## config.mk

```make
export PLATFORM = sky130hd
export DESIGN_NAME = reset_status_unit
export DESIGN_NICKNAME = d
export VERILOG_FILES = /design/src/shared/reset_status_pkg.sv /design/src/hdl/reset_status_unit.sv
export SDC_FILE = /design/constraint.sdc
export NUM_CORES = 1
export LEC_CHECK = 0
export BUFFER_PORTS_ARGS = -buffer_cell sky130_fd_sc_hd__buf_2
export CORE_ASPECT_RATIO = 0.9
export CORE_MARGIN = 2
export CORE_UTILIZATION = 35
export CTS_CLUSTER_DIAMETER = 50
export CTS_CLUSTER_SIZE = 28
export DETAILED_ROUTE_END_ITERATION = 8
export PLACE_DENSITY = 0.49
export SYNTH_ARGS = -nofsm -noshare
export SYNTH_HDL_FRONTEND = slang
export SYNTH_SLANG_ARGS = --single-unit
```

## constraint.sdc

```tcl
create_clock -name i_core_clk -period 4.57 [get_ports i_core_clk]
set_clock_uncertainty 0.05 [all_clocks]
set_input_delay 0.457 -clock i_core_clk [delete_from_list [all_inputs] [get_ports i_core_clk]]
set_output_delay 0.457 -clock i_core_clk [all_outputs]
set_load 0.1 [all_outputs]
```

## src/shared/reset_status_pkg.sv

```systemverilog
package reset_status_pkg;

  // Register indices; byte offset within a bank is four times the index
  localparam logic [5:0] IDX_PORT5 = 6'h05;
  localparam logic [5:0] IDX_PORT6 = 6'h06;
  localparam logic [5:0] IDX_PORT7 = 6'h07;
  localparam logic [5:0] IDX_SCRATCH = 6'h08;
  localparam logic [5:0] IDX_RAM_FIRST = 6'h09;
  localparam logic [5:0] IDX_RAM_LAST = 6'h3E;
  localparam logic [5:0] IDX_INTERRUPT_FLAGS = 6'h3F;
  localparam logic [5:0] IDX_WAKE_ENABLE_MASK = 6'h0B;
  localparam logic [5:0] IDX_SYSTEM_CONTROL = 6'h0E;
  localparam logic [5:0] IDX_INTERRUPT_MASK = 6'h0F;
  localparam logic [5:0] IDX_RESET_STATUS = 6'h10;
  // Address bit that selects the control bank
  localparam int CTRL_BANK_BIT = 8;
  localparam int ADDR_WIDTH = 12;

  // Interrupt flag and mask bit positions
  localparam int TIMER_BIT = 0;
  localparam int EXT_BIT = 3;

  // System control bit positions
  localparam int WAKE_GLOBAL_N_BIT = 0;
  localparam int RESISTOR_OPT_BIT = 3;
  localparam int SLEEP_CTRL_BIT = 4;
  localparam int WATCHDOG_EN_BIT = 5;
  localparam int OPEN_DRAIN_BIT = 6;

  // Option word bit positions
  localparam int OPT_POWER_BIT = 3;
  localparam int OPT_TYPE_BIT = 4;
  localparam int OPT_FREQ_BIT = 5;

  // Values after pin or watchdog reset
  localparam logic [7:0] WAKE_MASK_RESET = 8'hFF;
  localparam logic [7:0] SYS_CTRL_RESET = 8'h31;
  localparam logic [7:0] INT_MASK_RESET = 8'h00;
  localparam logic [7:0] INT_FLAGS_RESET = 8'h00;
  localparam logic [7:0] SCRATCH_RESET = 8'h00;

  // Interrupt vectors
  localparam logic [11:0] HW_VECTOR = 12'h001;
  localparam logic [11:0] SW_VECTOR = 12'h002;

  // Power state of the core
  typedef enum logic [1:0]
  {
    RUN_MODE = 2'b00,
    FIRST_SLEEP_MODE = 2'b01,
    SECOND_SLEEP_MODE = 2'b10
  } power_state_t;

  // Decoded oscillator mode
  typedef enum logic [1:0]
  {
    EXTERNAL_RC_MODE = 2'b00,
    HIGH_CRYSTAL_MODE = 2'b01,
    LOW_CRYSTAL_MODE = 2'b10
  } osc_mode_t;

  // One-cycle instruction strobes from the core
  typedef struct packed
  {
    logic enable_interrupts_instr;
    logic disable_interrupts_instr;
    logic return_from_isr_instr;
    logic software_int_instr;
    logic sleep_instr;
    logic watchdog_clear_instr;
    logic instr_boundary;
  } core_events_t;

  // Redirection of instruction fetch
  typedef struct packed
  {
    logic take;
    logic [11:0] addr;
  } vector_req_t;

endpackage

```

## src/hdl/reset_status_unit.sv

```systemverilog
`timescale 1ns/1ps
module reset_status_unit
#(
  parameter int WAKE_PINS = 8
)
(
  input wire logic i_core_clk,
  input wire logic i_rst_b,
  // APB slave
  input wire logic i_psel,
  input wire logic i_penable,
  input wire logic i_pwrite,
  input wire logic [reset_status_pkg::ADDR_WIDTH-1:0] i_paddr,
  input wire logic [31:0] i_pwdata,
  output logic [31:0] o_prdata,
  output logic o_pready,
  output logic o_pslverr,
  // Core side
  input wire reset_status_pkg::core_events_t i_core_events,
  input wire logic i_timer_overflow,
  input wire logic i_watchdog_expire,
  input wire logic [12:0] i_option_word,
  output reset_status_pkg::vector_req_t o_vector,
  output logic o_core_reset,
  output logic o_resume,
  output reset_status_pkg::power_state_t o_power_state,
  output reset_status_pkg::osc_mode_t o_osc_mode,
  output logic [1:0] o_irq_request,
  output logic o_global_enable,
  // Pins
  input wire logic i_reset_pin_n,
  input wire logic i_ext_irq_pin,
  input wire logic [WAKE_PINS-1:0] i_wake_pins
);

  ////////////////////////////////////////////////////////////////////////////
  // Pin synchronisers
  localparam int NSYNC = WAKE_PINS + 2;

  logic [NSYNC-1:0] sync1; // First stage, read only by sync2
  logic [NSYNC-1:0] sync2; // Stable pin levels
  logic [NSYNC-1:0] sync3; // Previous stable levels
  logic reset_pin_low_seen; // Pin went low since last release
  logic pin_reset_event; // Low pulse on reset pin ended
  logic ext_edge; // Falling edge on interrupt pin
  logic [WAKE_PINS-1:0] pin_changed; // Per-pin enabled changes
  logic pin_change_wake; // Wake from second sleep

  // Two flops then a history stage
  always_ff @(posedge i_core_clk or negedge i_rst_b)
  begin
    if (!i_rst_b)
    begin
      sync1 <= '1;
      sync2 <= '1;
      sync3 <= '1;
    end
    else
    begin
      sync1 <= {i_reset_pin_n, i_ext_irq_pin, i_wake_pins};
      sync2 <= sync1;
      sync3 <= sync2;
    end
  end

  // Remember a low level on the reset pin
  always_ff @(posedge i_core_clk or negedge i_rst_b)
  begin
    if (!i_rst_b)
      reset_pin_low_seen <= 1'b0;
    else if (!sync2[NSYNC-1])
      reset_pin_low_seen <= 1'b1;
    else
      reset_pin_low_seen <= 1'b0;
  end

  // Reset fires when the pin returns high
  assign pin_reset_event = reset_pin_low_seen & sync2[NSYNC-1];
  assign ext_edge = sync3[WAKE_PINS] & ~sync2[WAKE_PINS];

  ////////////////////////////////////////////////////////////////////////////
  // Register storage
  logic [7:0] mem [0:63]; // Ports and RAM, no reset
  logic [7:0] scratch; // Cleared on every reset
  logic [7:0] wake_enable_mask; // Active-low per-pin wake enable
  logic [7:0] system_control; // Sleep, watchdog, pin options
  logic [7:0] interrupt_mask; // Per-source enables
  logic [7:0] interrupt_flags; // Sticky requests
  logic time_out_bit; // Time-out status
  logic power_down_bit; // Power-down status
  logic global_enable; // Global interrupt enable
  reset_status_pkg::power_state_t power_state;
  logic warm_reset; // Pin or watchdog reset

  assign warm_reset = pin_reset_event | i_watchdog_expire;

  // Enabled change detection, one per wake pin
  genvar g;
  generate
    for (g = 0; g < WAKE_PINS; g++)
    begin : g_wake
      assign pin_changed[g] = (sync2[g] ^ sync3[g]) & ~wake_enable_mask[g];
    end
  endgenerate

  assign pin_change_wake = (power_state ==
      reset_status_pkg::SECOND_SLEEP_MODE) & (|pin_changed) &
      ~system_control[reset_status_pkg::WAKE_GLOBAL_N_BIT];

  ////////////////////////////////////////////////////////////////////////////
  // APB decode
  logic bank_ctrl; // Control bank selected
  logic [5:0] idx; // Register index
  logic addr_hi_ok; // Unused address bits are zero
  logic mem_hit; // Port or RAM index
  logic map_hit; // Any mapped register
  logic wr_en; // Write takes effect now
  logic setup; // Setup phase of a transfer
  logic [7:0] rd_value; // Selected read value

  assign bank_ctrl = i_paddr[reset_status_pkg::CTRL_BANK_BIT];
  assign idx = i_paddr[7:2];
  assign addr_hi_ok = (i_paddr[reset_status_pkg::ADDR_WIDTH-1:9] == '0) &
                      (i_paddr[1:0] == 2'b00);
  assign mem_hit = !bank_ctrl & ((idx >= reset_status_pkg::IDX_PORT5 &&
      idx <= reset_status_pkg::IDX_PORT7) ||
      (idx >= reset_status_pkg::IDX_RAM_FIRST &&
      idx <= reset_status_pkg::IDX_RAM_LAST));
  assign setup = i_psel & ~i_penable;
  assign wr_en = i_psel & i_penable & i_pwrite & map_hit;
  assign o_pready = 1'b1;

  // Read mux and map check
  always_comb
  begin
    rd_value = 8'h00;
    map_hit = 1'b0;
    if (mem_hit)
    begin
      rd_value = mem[idx];
      map_hit = 1'b1;
    end
    else if (!bank_ctrl)
    begin
      case (idx)
        reset_status_pkg::IDX_SCRATCH:
        begin
          rd_value = scratch;
          map_hit = 1'b1;
        end
        reset_status_pkg::IDX_INTERRUPT_FLAGS:
        begin
          rd_value = interrupt_flags;
          map_hit = 1'b1;
        end
        default: map_hit = 1'b0;
      endcase
    end
    else
    begin
      case (idx)
        reset_status_pkg::IDX_WAKE_ENABLE_MASK:
        begin
          rd_value = wake_enable_mask;
          map_hit = 1'b1;
        end
        reset_status_pkg::IDX_SYSTEM_CONTROL:
        begin
          rd_value = system_control;
          map_hit = 1'b1;
        end
        reset_status_pkg::IDX_INTERRUPT_MASK:
        begin
          rd_value = interrupt_mask;
          map_hit = 1'b1;
        end
        reset_status_pkg::IDX_RESET_STATUS:
        begin
          rd_value = {o_osc_mode, global_enable, power_state,
                      1'b0, time_out_bit, power_down_bit};
          map_hit = 1'b1;
        end
        default: map_hit = 1'b0;
      endcase
    end
    if (!addr_hi_ok)
    begin
      map_hit = 1'b0;
      rd_value = 8'h00;
    end
  end

  // Read data and error captured in the setup phase
  always_ff @(posedge i_core_clk or negedge i_rst_b)
  begin
    if (!i_rst_b)
    begin
      o_prdata <= 32'h0000_0000;
      o_pslverr <= 1'b0;
    end
    else if (setup)
    begin
      o_prdata <= {24'h00_0000, rd_value};
      o_pslverr <= ~map_hit;
    end
  end

  ////////////////////////////////////////////////////////////////////////////
  // Ports and RAM: undefined at power-on, kept on warm resets
  always_ff @(posedge i_core_clk)
  begin
    if (wr_en && mem_hit)
      mem[idx] <= i_pwdata[7:0];
  end

  // Scratch register, cleared by any reset
  always_ff @(posedge i_core_clk or negedge i_rst_b)
  begin
    if (!i_rst_b)
      scratch <= reset_status_pkg::SCRATCH_RESET;
    else if (warm_reset)
      scratch <= reset_status_pkg::SCRATCH_RESET;
    else if (wr_en && !bank_ctrl && idx == reset_status_pkg::IDX_SCRATCH)
      scratch <= i_pwdata[7:0];
  end

  // Wake mask: kept over pin-change wake
  always_ff @(posedge i_core_clk or negedge i_rst_b)
  begin
    if (!i_rst_b)
      wake_enable_mask <= reset_status_pkg::WAKE_MASK_RESET;
    else if (warm_reset)
      wake_enable_mask <= reset_status_pkg::WAKE_MASK_RESET;
    else if (wr_en && bank_ctrl &&
             idx == reset_status_pkg::IDX_WAKE_ENABLE_MASK)
      wake_enable_mask <= i_pwdata[7:0];
  end

  // System control; wake sets sleep and watchdog bits again
  always_ff @(posedge i_core_clk or negedge i_rst_b)
  begin
    if (!i_rst_b)
      system_control <= reset_status_pkg::SYS_CTRL_RESET;
    else if (warm_reset)
      system_control <= reset_status_pkg::SYS_CTRL_RESET;
    else if (pin_change_wake)
    begin
      system_control[reset_status_pkg::SLEEP_CTRL_BIT] <= 1'b1;
      system_control[reset_status_pkg::WATCHDOG_EN_BIT] <= 1'b1;
    end
    else if (wr_en && bank_ctrl &&
             idx == reset_status_pkg::IDX_SYSTEM_CONTROL)
      system_control <= i_pwdata[7:0];
  end

  // Interrupt mask, per source
  always_ff @(posedge i_core_clk or negedge i_rst_b)
  begin
    if (!i_rst_b)
      interrupt_mask <= reset_status_pkg::INT_MASK_RESET;
    else if (warm_reset)
      interrupt_mask <= reset_status_pkg::INT_MASK_RESET;
    else if (wr_en && bank_ctrl &&
             idx == reset_status_pkg::IDX_INTERRUPT_MASK)
      interrupt_mask <= i_pwdata[7:0];
  end

  ////////////////////////////////////////////////////////////////////////////
  // Interrupt flags: events win over a software write
  always_ff @(posedge i_core_clk or negedge i_rst_b)
  begin
    if (!i_rst_b)
      interrupt_flags <= reset_status_pkg::INT_FLAGS_RESET;
    else if (warm_reset)
      interrupt_flags <= reset_status_pkg::INT_FLAGS_RESET;
    else
    begin
      // Software clears flags before returning
      if (wr_en && !bank_ctrl &&
          idx == reset_status_pkg::IDX_INTERRUPT_FLAGS)
        interrupt_flags <= i_pwdata[7:0];
      // Set regardless of mask and global enable
      if (i_timer_overflow)
        interrupt_flags[reset_status_pkg::TIMER_BIT] <= 1'b1;
      if (ext_edge)
        interrupt_flags[reset_status_pkg::EXT_BIT] <= 1'b1;
    end
  end

  // Per-source request
  assign o_irq_request[0] = interrupt_flags[reset_status_pkg::TIMER_BIT] &
      interrupt_mask[reset_status_pkg::TIMER_BIT];
  assign o_irq_request[1] = interrupt_flags[reset_status_pkg::EXT_BIT] &
      interrupt_mask[reset_status_pkg::EXT_BIT];

  ////////////////////////////////////////////////////////////////////////////
  // Global enable and vectoring
  logic hw_take; // Hardware interrupt accepted
  logic sw_take; // Software interrupt accepted

  assign hw_take = global_enable & (|o_irq_request) &
                   i_core_events.instr_boundary;
  assign sw_take = global_enable & i_core_events.software_int_instr;

  // Global enable; taking a vector clears it
  always_ff @(posedge i_core_clk or negedge i_rst_b)
  begin
    if (!i_rst_b)
      global_enable <= 1'b0;
    else if (warm_reset)
      global_enable <= 1'b0;
    else if (hw_take || sw_take)
      global_enable <= 1'b0;
    else if (i_core_events.enable_interrupts_instr ||
             i_core_events.return_from_isr_instr)
      global_enable <= 1'b1;
    else if (i_core_events.disable_interrupts_instr)
      global_enable <= 1'b0;
  end

  assign o_global_enable = global_enable;

  // Fetch redirection, one-cycle pulse
  always_ff @(posedge i_core_clk or negedge i_rst_b)
  begin
    if (!i_rst_b)
      o_vector <= '0;
    else if (hw_take)
    begin
      o_vector.take <= 1'b1;
      o_vector.addr <= reset_status_pkg::HW_VECTOR;
    end
    else if (sw_take)
    begin
      o_vector.take <= 1'b1;
      o_vector.addr <= reset_status_pkg::SW_VECTOR;
    end
    else
      o_vector.take <= 1'b0;
  end

  ////////////////////////////////////////////////////////////////////////////
  // Power state machine
  logic sleep_bit_fall; // Software cleared the sleep bit

  assign sleep_bit_fall = wr_en && bank_ctrl &&
      idx == reset_status_pkg::IDX_SYSTEM_CONTROL &&
      system_control[reset_status_pkg::SLEEP_CTRL_BIT] &&
      !i_pwdata[reset_status_pkg::SLEEP_CTRL_BIT];

  always_ff @(posedge i_core_clk or negedge i_rst_b)
  begin
    if (!i_rst_b)
      power_state <= reset_status_pkg::RUN_MODE;
    else if (warm_reset)
      power_state <= reset_status_pkg::RUN_MODE;
    else
    begin
      case (power_state)
        reset_status_pkg::RUN_MODE:
        begin
          if (i_core_events.sleep_instr)
            power_state <= reset_status_pkg::FIRST_SLEEP_MODE;
          else if (sleep_bit_fall)
            power_state <= reset_status_pkg::SECOND_SLEEP_MODE;
        end
        reset_status_pkg::FIRST_SLEEP_MODE:
          power_state <= reset_status_pkg::FIRST_SLEEP_MODE;
        reset_status_pkg::SECOND_SLEEP_MODE:
        begin
          if (pin_change_wake)
            power_state <= reset_status_pkg::RUN_MODE;
        end
        default: power_state <= reset_status_pkg::RUN_MODE;
      endcase
    end
  end

  assign o_power_state = power_state;

  // Core reset and resume pulses
  always_ff @(posedge i_core_clk or negedge i_rst_b)
  begin
    if (!i_rst_b)
    begin
      o_core_reset <= 1'b1;
      o_resume <= 1'b0;
    end
    else
    begin
      o_core_reset <= warm_reset;
      o_resume <= pin_change_wake && !warm_reset;
    end
  end

  ////////////////////////////////////////////////////////////////////////////
  // Time-out and power-down status bits
  always_ff @(posedge i_core_clk or negedge i_rst_b)
  begin
    if (!i_rst_b)
    begin
      time_out_bit <= 1'b1;
      power_down_bit <= 1'b1;
    end
    else if (pin_reset_event)
    begin
      if (power_state == reset_status_pkg::FIRST_SLEEP_MODE)
      begin
        time_out_bit <= 1'b1;
        power_down_bit <= 1'b0;
      end
      // Running or second sleep: both kept
    end
    else if (i_watchdog_expire)
    begin
      time_out_bit <= 1'b0;
      if (power_state == reset_status_pkg::FIRST_SLEEP_MODE)
        power_down_bit <= 1'b0;
    end
    else if (pin_change_wake)
    begin
      // Both kept
    end
    else if (i_core_events.watchdog_clear_instr)
    begin
      time_out_bit <= 1'b1;
      power_down_bit <= 1'b1;
    end
    else if (i_core_events.sleep_instr)
    begin
      time_out_bit <= 1'b1;
      power_down_bit <= 1'b0;
    end
  end

  ////////////////////////////////////////////////////////////////////////////
  // Oscillator mode decode
  always_comb
  begin
    if (!i_option_word[reset_status_pkg::OPT_TYPE_BIT])
      o_osc_mode = reset_status_pkg::EXTERNAL_RC_MODE;
    else if (i_option_word[reset_status_pkg::OPT_FREQ_BIT])
      o_osc_mode = reset_status_pkg::HIGH_CRYSTAL_MODE;
    else
      o_osc_mode = reset_status_pkg::LOW_CRYSTAL_MODE;
  end

endmodule

```

==> results.ini, run 1 <==
[timing]
post-route-period-util_pct = 70.0
slew_viol_final = 0
final_hold_viol_count = 0
finalSetupViolations = 0
slew_headroom_pct = 22.8
post-route-min-period_ns = 3.20
fin_ws_ns = 1.37
tns_ns = 0
timing_worst_slew_pin_value_ns = 1.14
rsz0062_at_grt = false
fmax_mhz = 313
fin_hold_ws_ns = 0.0535

[setup_path]
cp.required_ns = 4.85
cp-end-kind = register
worstRegToRegCells = 6
path_class = primary input to register
crit_end = mem[52][3]
worstReg2RegStart = mem[3][4]
crit_start = i_paddr[3]
rr_endpoint = o_prdata[4]
crit_arrival_ns = 3.48
reg2reg_slack_ns = 2.16
setup.worst_path.start_class = primary input
crit_path_max_fanout = 34

[synth]
yosys_warnings = 0
syn_area_per_cell_um2 = 16.1
async_reset_ff_share_pct = 14.8
synthFlopType = edfxtp_1
synth_area_leaders = edfxtp_1 (63%), dfrtp_1 (4.7%), dfstp_2 (4.6%), mux4_2 (4.2%), mux2i_1 (4.0%)
synth_seq_cells = 601
ys_seq_area_share_pct = 72.4
synth_edf_count = 512
netlist_instances = 1518
syn_area_mm2 = 0.0244
synth_top_area_share_pct = 63.0
synth_top_area_cell = edfxtp_1
synth_cell_types = 72

[finish]
layout-drive-gt1-share_pct = 23.5
layout_commonest_cell = edfxtp_1
diodes = 0
nFillCells = 6336
area_growth_pct = 16.7
layout.area.seq_mm2 = 0.0177
fin_util_pct = 41.4
nets = 1806
layout_common_cells = edfxtp_1 (512), nor2_1 (118), buf_4 (105), mux2i_1 (97), conb_1 (91)
multi_input_area_mm2 = 0.00633

[floorplanning]
die_w_um = 282
rows = 91
die_area_mm2 = 0.0718
initial_core_util_pct = 35.5
die_h_um = 254
top_level_ports = 137
core_region_area_mm2 = 0.0688

[clock_tree]
cts_tree = yes
cts_max_level = 2
cts-buffers-inserted = 55
path_clk_slew_ns = 0.07
cts.path.max_buffers = 3
post_cts_resized = 0
clk_latency_ns = 0.62
clock-sinks = 601
cts_root_buffer = clkbuf_16

[placement]
io_buffers = 66
pre_cts_ws_ns = 0.806
post-dp-hpwl_mm = 43.9
finalWeightedCongestion = 0.868

[detailed_routing]
ant_nets = 0
drc = 0
wl_per_cell_um = 25.5
vias = 14200
drt-initial-drc-count = 1300
viasPerCell = 5.25
firstDrtPassIters = 5
wirelength_mm = 68.7

[power]
ir_drop_mv = 0.347
p_leak_nw = 10.0
powerDensity_mw_per_mm2 = 417

[global_routing]
grt_pass1_vias = 14200
grt_pass1_wl_mm = 99.0
grt-ovfl-total = 0
grt.total_usage_pct = 19.2
antenna_found_initial = 2
grt_max_degree = 91

[flow_run]
cap_viol_max_count = 0

[status]
status = complete, no violations

[hold_path]
hold_path_class = primary input to register
hold_start = i_core_events[3]

[worst min-delay path by stage]
| stage | endpoint | slack [ns] | cells after the start |
|---|---|---|---|
| 5_1_grt | o_vector[1] | 0.06 | 3 |
| 6_report | o_vector[1] | 0.05 | 3 |
| 4_1_cts | o_vector[1] | 0.03 | 3 |
| 3_3_place_gp | sync2[6] | 0.30 | 0 |
| 3_5_place_dp | sync2[9] | 0.30 | 0 |
| 2_1_floorplan | interrupt_flags[0] | 0.11 | 0 |
[power breakdown]
part | total [mW] | switching, mW | internal, mW
registers | 6.06 | 0.0254 | 6.03
clock network | 4.99 | 2.21 | 2.79
logic | 0.818 | 0.606 | 0.212
total | 11.9 | 2.84 | 9.03
[cells by family (layout without fill, tap and decap cells)]
group           after synthesis  after routing  share of synthesized area [%]
mux                         187            187                           10.3
buf+inv                     142            305                           3.04
other cells                   2             91                         0.0308
xor+xnor                      8              8                          0.287
simple gates                312            312                           6.24
compound gates              266            266                           7.78
flops                       601            601                           72.4
[critical path, cell delays in order]
cell	delay, ns
buf_4	0.44
a211oi_1	0.10
o21a_1	0.30
or2_2	0.37
nor4_4	0.26
buf_4	0.23
nand3_1	0.29
buf_4	0.28
nor2_1	0.48
buf_4	0.25
[stage by stage]
stage	cells	power (mW)	cell area, um^2
2_1_floorplan	1607	6.68	24700
3_3_place_gp	2585	6.98	26400
3_5_place_dp	2585	6.98	26400
4_1_cts	2700	12.0	28500
5_1_grt	2700	12.2	28500
6_report	2700	11.9	28500
[registers in the layout, summed over array words and instances, names as in the netlist, 2 cells and up]
signal	cells
mem	512
sync1	10
sync2	10
sync3	9
interrupt_flags	8
interrupt_mask	8
o_prdata	8
scratch	8
system_control	8
wake_enable_mask	8
o_vector	3
o_power_state	2
[per-layer routing]
| metal | GRT usage [%] | part of all wire [%] |
|---|---|---|
| met2 | 30.0 | 46 |
| met5 | 0 | 0 |
| met3 | 3.11 | 5.8 |
| met4 | 5.35 | 2.4 |
| met1 | 27.9 | 46 |
[cell type report]
class / instances / share of cell area (%)
inverter: 19 / 0.250
timing repair buffer: 184 / 4.53
clock inverter: 42 / 1.88
tap: 930 / 4.09
sequential: 601 / 62.0
multi-input combinational: 864 / 22.2
clock buffer: 60 / 5.01
[Yosys cell counts (19+ instances only)]
| cell type | count |
|---|---|
| a21oi_1 | 38 |
| o21ai_0 | 32 |
| mux2_2 | 44 |
| mux2i_1 | 97 |
| dfrtp_1 | 46 |
| mux4_2 | 46 |
| a22oi_1 | 25 |
| o221ai_1 | 34 |
| nand3_1 | 39 |
| nand2_1 | 63 |
| o22ai_1 | 39 |
| inv_1 | 19 |
| buf_4 | 40 |
| dfstp_2 | 43 |
| buf_2 | 41 |
| nor2_1 | 118 |
| edfxtp_1 | 512 |
| clkbuf_1 | 38 |
[what timing repair did]
action | in CTS | in global routing
setup buffers | 0 | 0
hold buffers | 13 | 0
endpoints found under the hold margin | 56 | 0
endpoints found under the setup margin | 0 | 0
(Power assumes the default switching activity.)
==> inputs of run 2 (changes only) <==
==> constraint.sdc (replaced) <==
create_clock -name i_core_clk -period 3.1 [get_ports i_core_clk]
set_clock_uncertainty 0.05 [all_clocks]
set_input_delay 0.31 -clock i_core_clk [delete_from_list [all_inputs] [get_ports i_core_clk]]
set_output_delay 0.31 -clock i_core_clk [all_outputs]
set_load 0.1 [all_outputs]
==> results.ini, run 2 (synthesized netlist as in run 1, its figures left out) <==
[status]
status = complete, no violations

[clock_tree]
post-cts-setup-buffer-count = 0
path_clk_slew_ns = 0.07
ctsHoldBuffers = 22
cts_tree = yes
clk_latency_ns = 0.62
post_cts_resized = 0
cts.path.max_buffers = 3
cts-buffers-inserted = 54
clock-sinks = 601
cts_max_level = 2
cts_root_buffer = clkbuf_16

[placement]
pre_cts_ws_ns = 0.189
post-dp-hpwl_mm = 47.4
finalWeightedCongestion = 0.865
io_buffers = 66

[setup_path]
crit_chain = xnor2_1, o22ai_1, or4_1, nand3_1, o211ai_1, a32oi_1, dlygate4sd3_1
crit_arrival_ns = 3.21
cp.required_ns = 3.61
setup.worst_path.start_class = register
cp_slowest_stage_delay_ns = 0.60
path_buf_inv = 1
cp-end-kind = register
crit_path_max_fanout = 8
path_class = register to register
path_delay_family = simple AND/OR/NAND/NOR gates
crit_path_top_delay_cell = or4_1

[global_routing]
grt_max_degree = 72
grt_pass1_vias = 14500
grt_pass1_wl_mm = 102
grt.total_usage_pct = 19.8
grt-ovfl-total = 0
antenna_found_initial = 2

[detailed_routing]
wl_per_cell_um = 25.4
top_layer_used = met4
routed-wl-met3_mm = 4.94
dr_wl_met2_mm = 32.2
vias = 14700
drc = 0
drt-initial-drc-count = 1573
viasPerCell = 5.22
met1_length_mm = 32.9
ant_nets = 0
wirelength_mm = 71.3
firstDrtPassIters = 5

[power]
p_switching_mw = 4.38
powerDensity_mw_per_mm2 = 595
p_sw_share_pct = 25.0
ir_drop_mv = 0.489
seqPwrFrac_pct = 51.0
combinationalPowerShare_pct = 7.5
intPower_mw = 13.1
p_leak_nw = 10.6
clkPwrFrac_pct = 41.5

[timing]
fin_ws_ns = 0.401
tns_ns = 0
finalSetupViolations = 0
timing_worst_slew_pin_value_ns = 0.976
fmax_mhz = 371
slew_viol_final = 0
post-route-period-util_pct = 87.1
rsz0062_at_grt = false
final_hold_viol_count = 0
slew_headroom_pct = 34.9
post-route-min-period_ns = 2.70

[floorplanning]
initial_core_util_pct = 35.5
die_h_um = 254
top_level_ports = 137
die_area_mm2 = 0.0718
core_region_area_mm2 = 0.0688
rows = 91
die_w_um = 282

[hold_path]
hold_path_class = primary input to register

[finish]
fin_util_pct = 42.8
regMostFlops = mem
layout_commonest_cell = edfxtp_1
nets = 1913
diodes = 0
area_growth_pct = 20.6
reg_top3 = mem: 512 flops, sync1: 10 flops, sync2: 10 flops
largest_reg_flops = 512
layout-drive-gt1-share_pct = 27.6
layout_common_cells = edfxtp_1 (512), buf_4 (195), nor2_1 (118), mux2i_1 (97), conb_1 (91)

[flow_run]
cap_viol_max_count = 0

==> run 2: changes by cell type in the layout (fill, tap and decap cells not counted), moves of 2 or more <==
cell	before	now
buf_12	2	11
buf_4	105	195
bufinv_16	8	2
clkbuf_1	3	1
clkbuf_16	56	59
clkinv_2	7	1
clkinv_4	4	6
clkinv_8	3	5
clkinvlp_4	4	6
dlygate4sd3_1	13	22
inv_8	4	7
==> run 2: layout make-up <==
type | count | area (um^2)
Fill cell | 6252 | 39400
Clock buffer | 61 | 1490
Sequential cell | 601 | 17700
Timing Repair Buffer | 292 | 2240
Clock inverter | 40 | 460
Tap cell | 930 | 1160
Multi-Input combinational cell | 864 | 6330
Inverter | 19 | 71.3
==> run 2: layer usage <==
layer  track usage (%)  up-vias
li1                  -     6488
met1              29.1     7615
met2              30.2      479
met3              4.12       78
met4              4.37        0
met5                 0        -
==> run 2: power groups by stage <==
stage	combinational (mW)	clock, mW	sequential (mW)
floorplan	0.721	0	9.13
global placement	1.28	0	9.10
detailed placement	1.29	0	9.10
CTS	1.31	7.42	8.92
global route	1.39	7.67	8.93
finish	1.32	7.25	8.92
==> run 2: path summary, 6_finish.rpt <==
| path | from | endpoint | slack, ns | cells past startpoint |
|---|---|---|---|---|
| max | sync2[5] | time_out_bit | 0.40 | 7 |
| min | i_psel | o_pslverr | 0.13 | 4 |
| max reg2reg | sync2[5] | time_out_bit | 0.40 | 7 |
| min reg2reg | sync1[1] | sync2[1] | 0.31 | 0 |
| max in group asynchronous | i_rst_b | sync2[3] | 1.77 | 3 |
| min in group asynchronous | i_rst_b | interrupt_flags[3] | 0.31 | 2 |
==> run 2: worst min-delay path, stage by stage <==
cell	delay, ns
buf_2	0.11
nand2b_1	0.08
buf_4	0.19
a21oi_1	0.08
==> run 2: stage by stage <==
step | instances | total power, mW | hold slack (ns) | cell area [um^2]
finish | 2807 | 17.5 | 0.135 | 29400
floorplan | 1607 | 9.85 | -0.0356 | 24700
detailed placement | 2684 | 10.4 | 0.298 | 27200
global placement | 2684 | 10.4 | 0.295 | 27200
global route | 2807 | 18.0 | 0.157 | 29400
CTS | 2807 | 17.7 | 0.102 | 29400
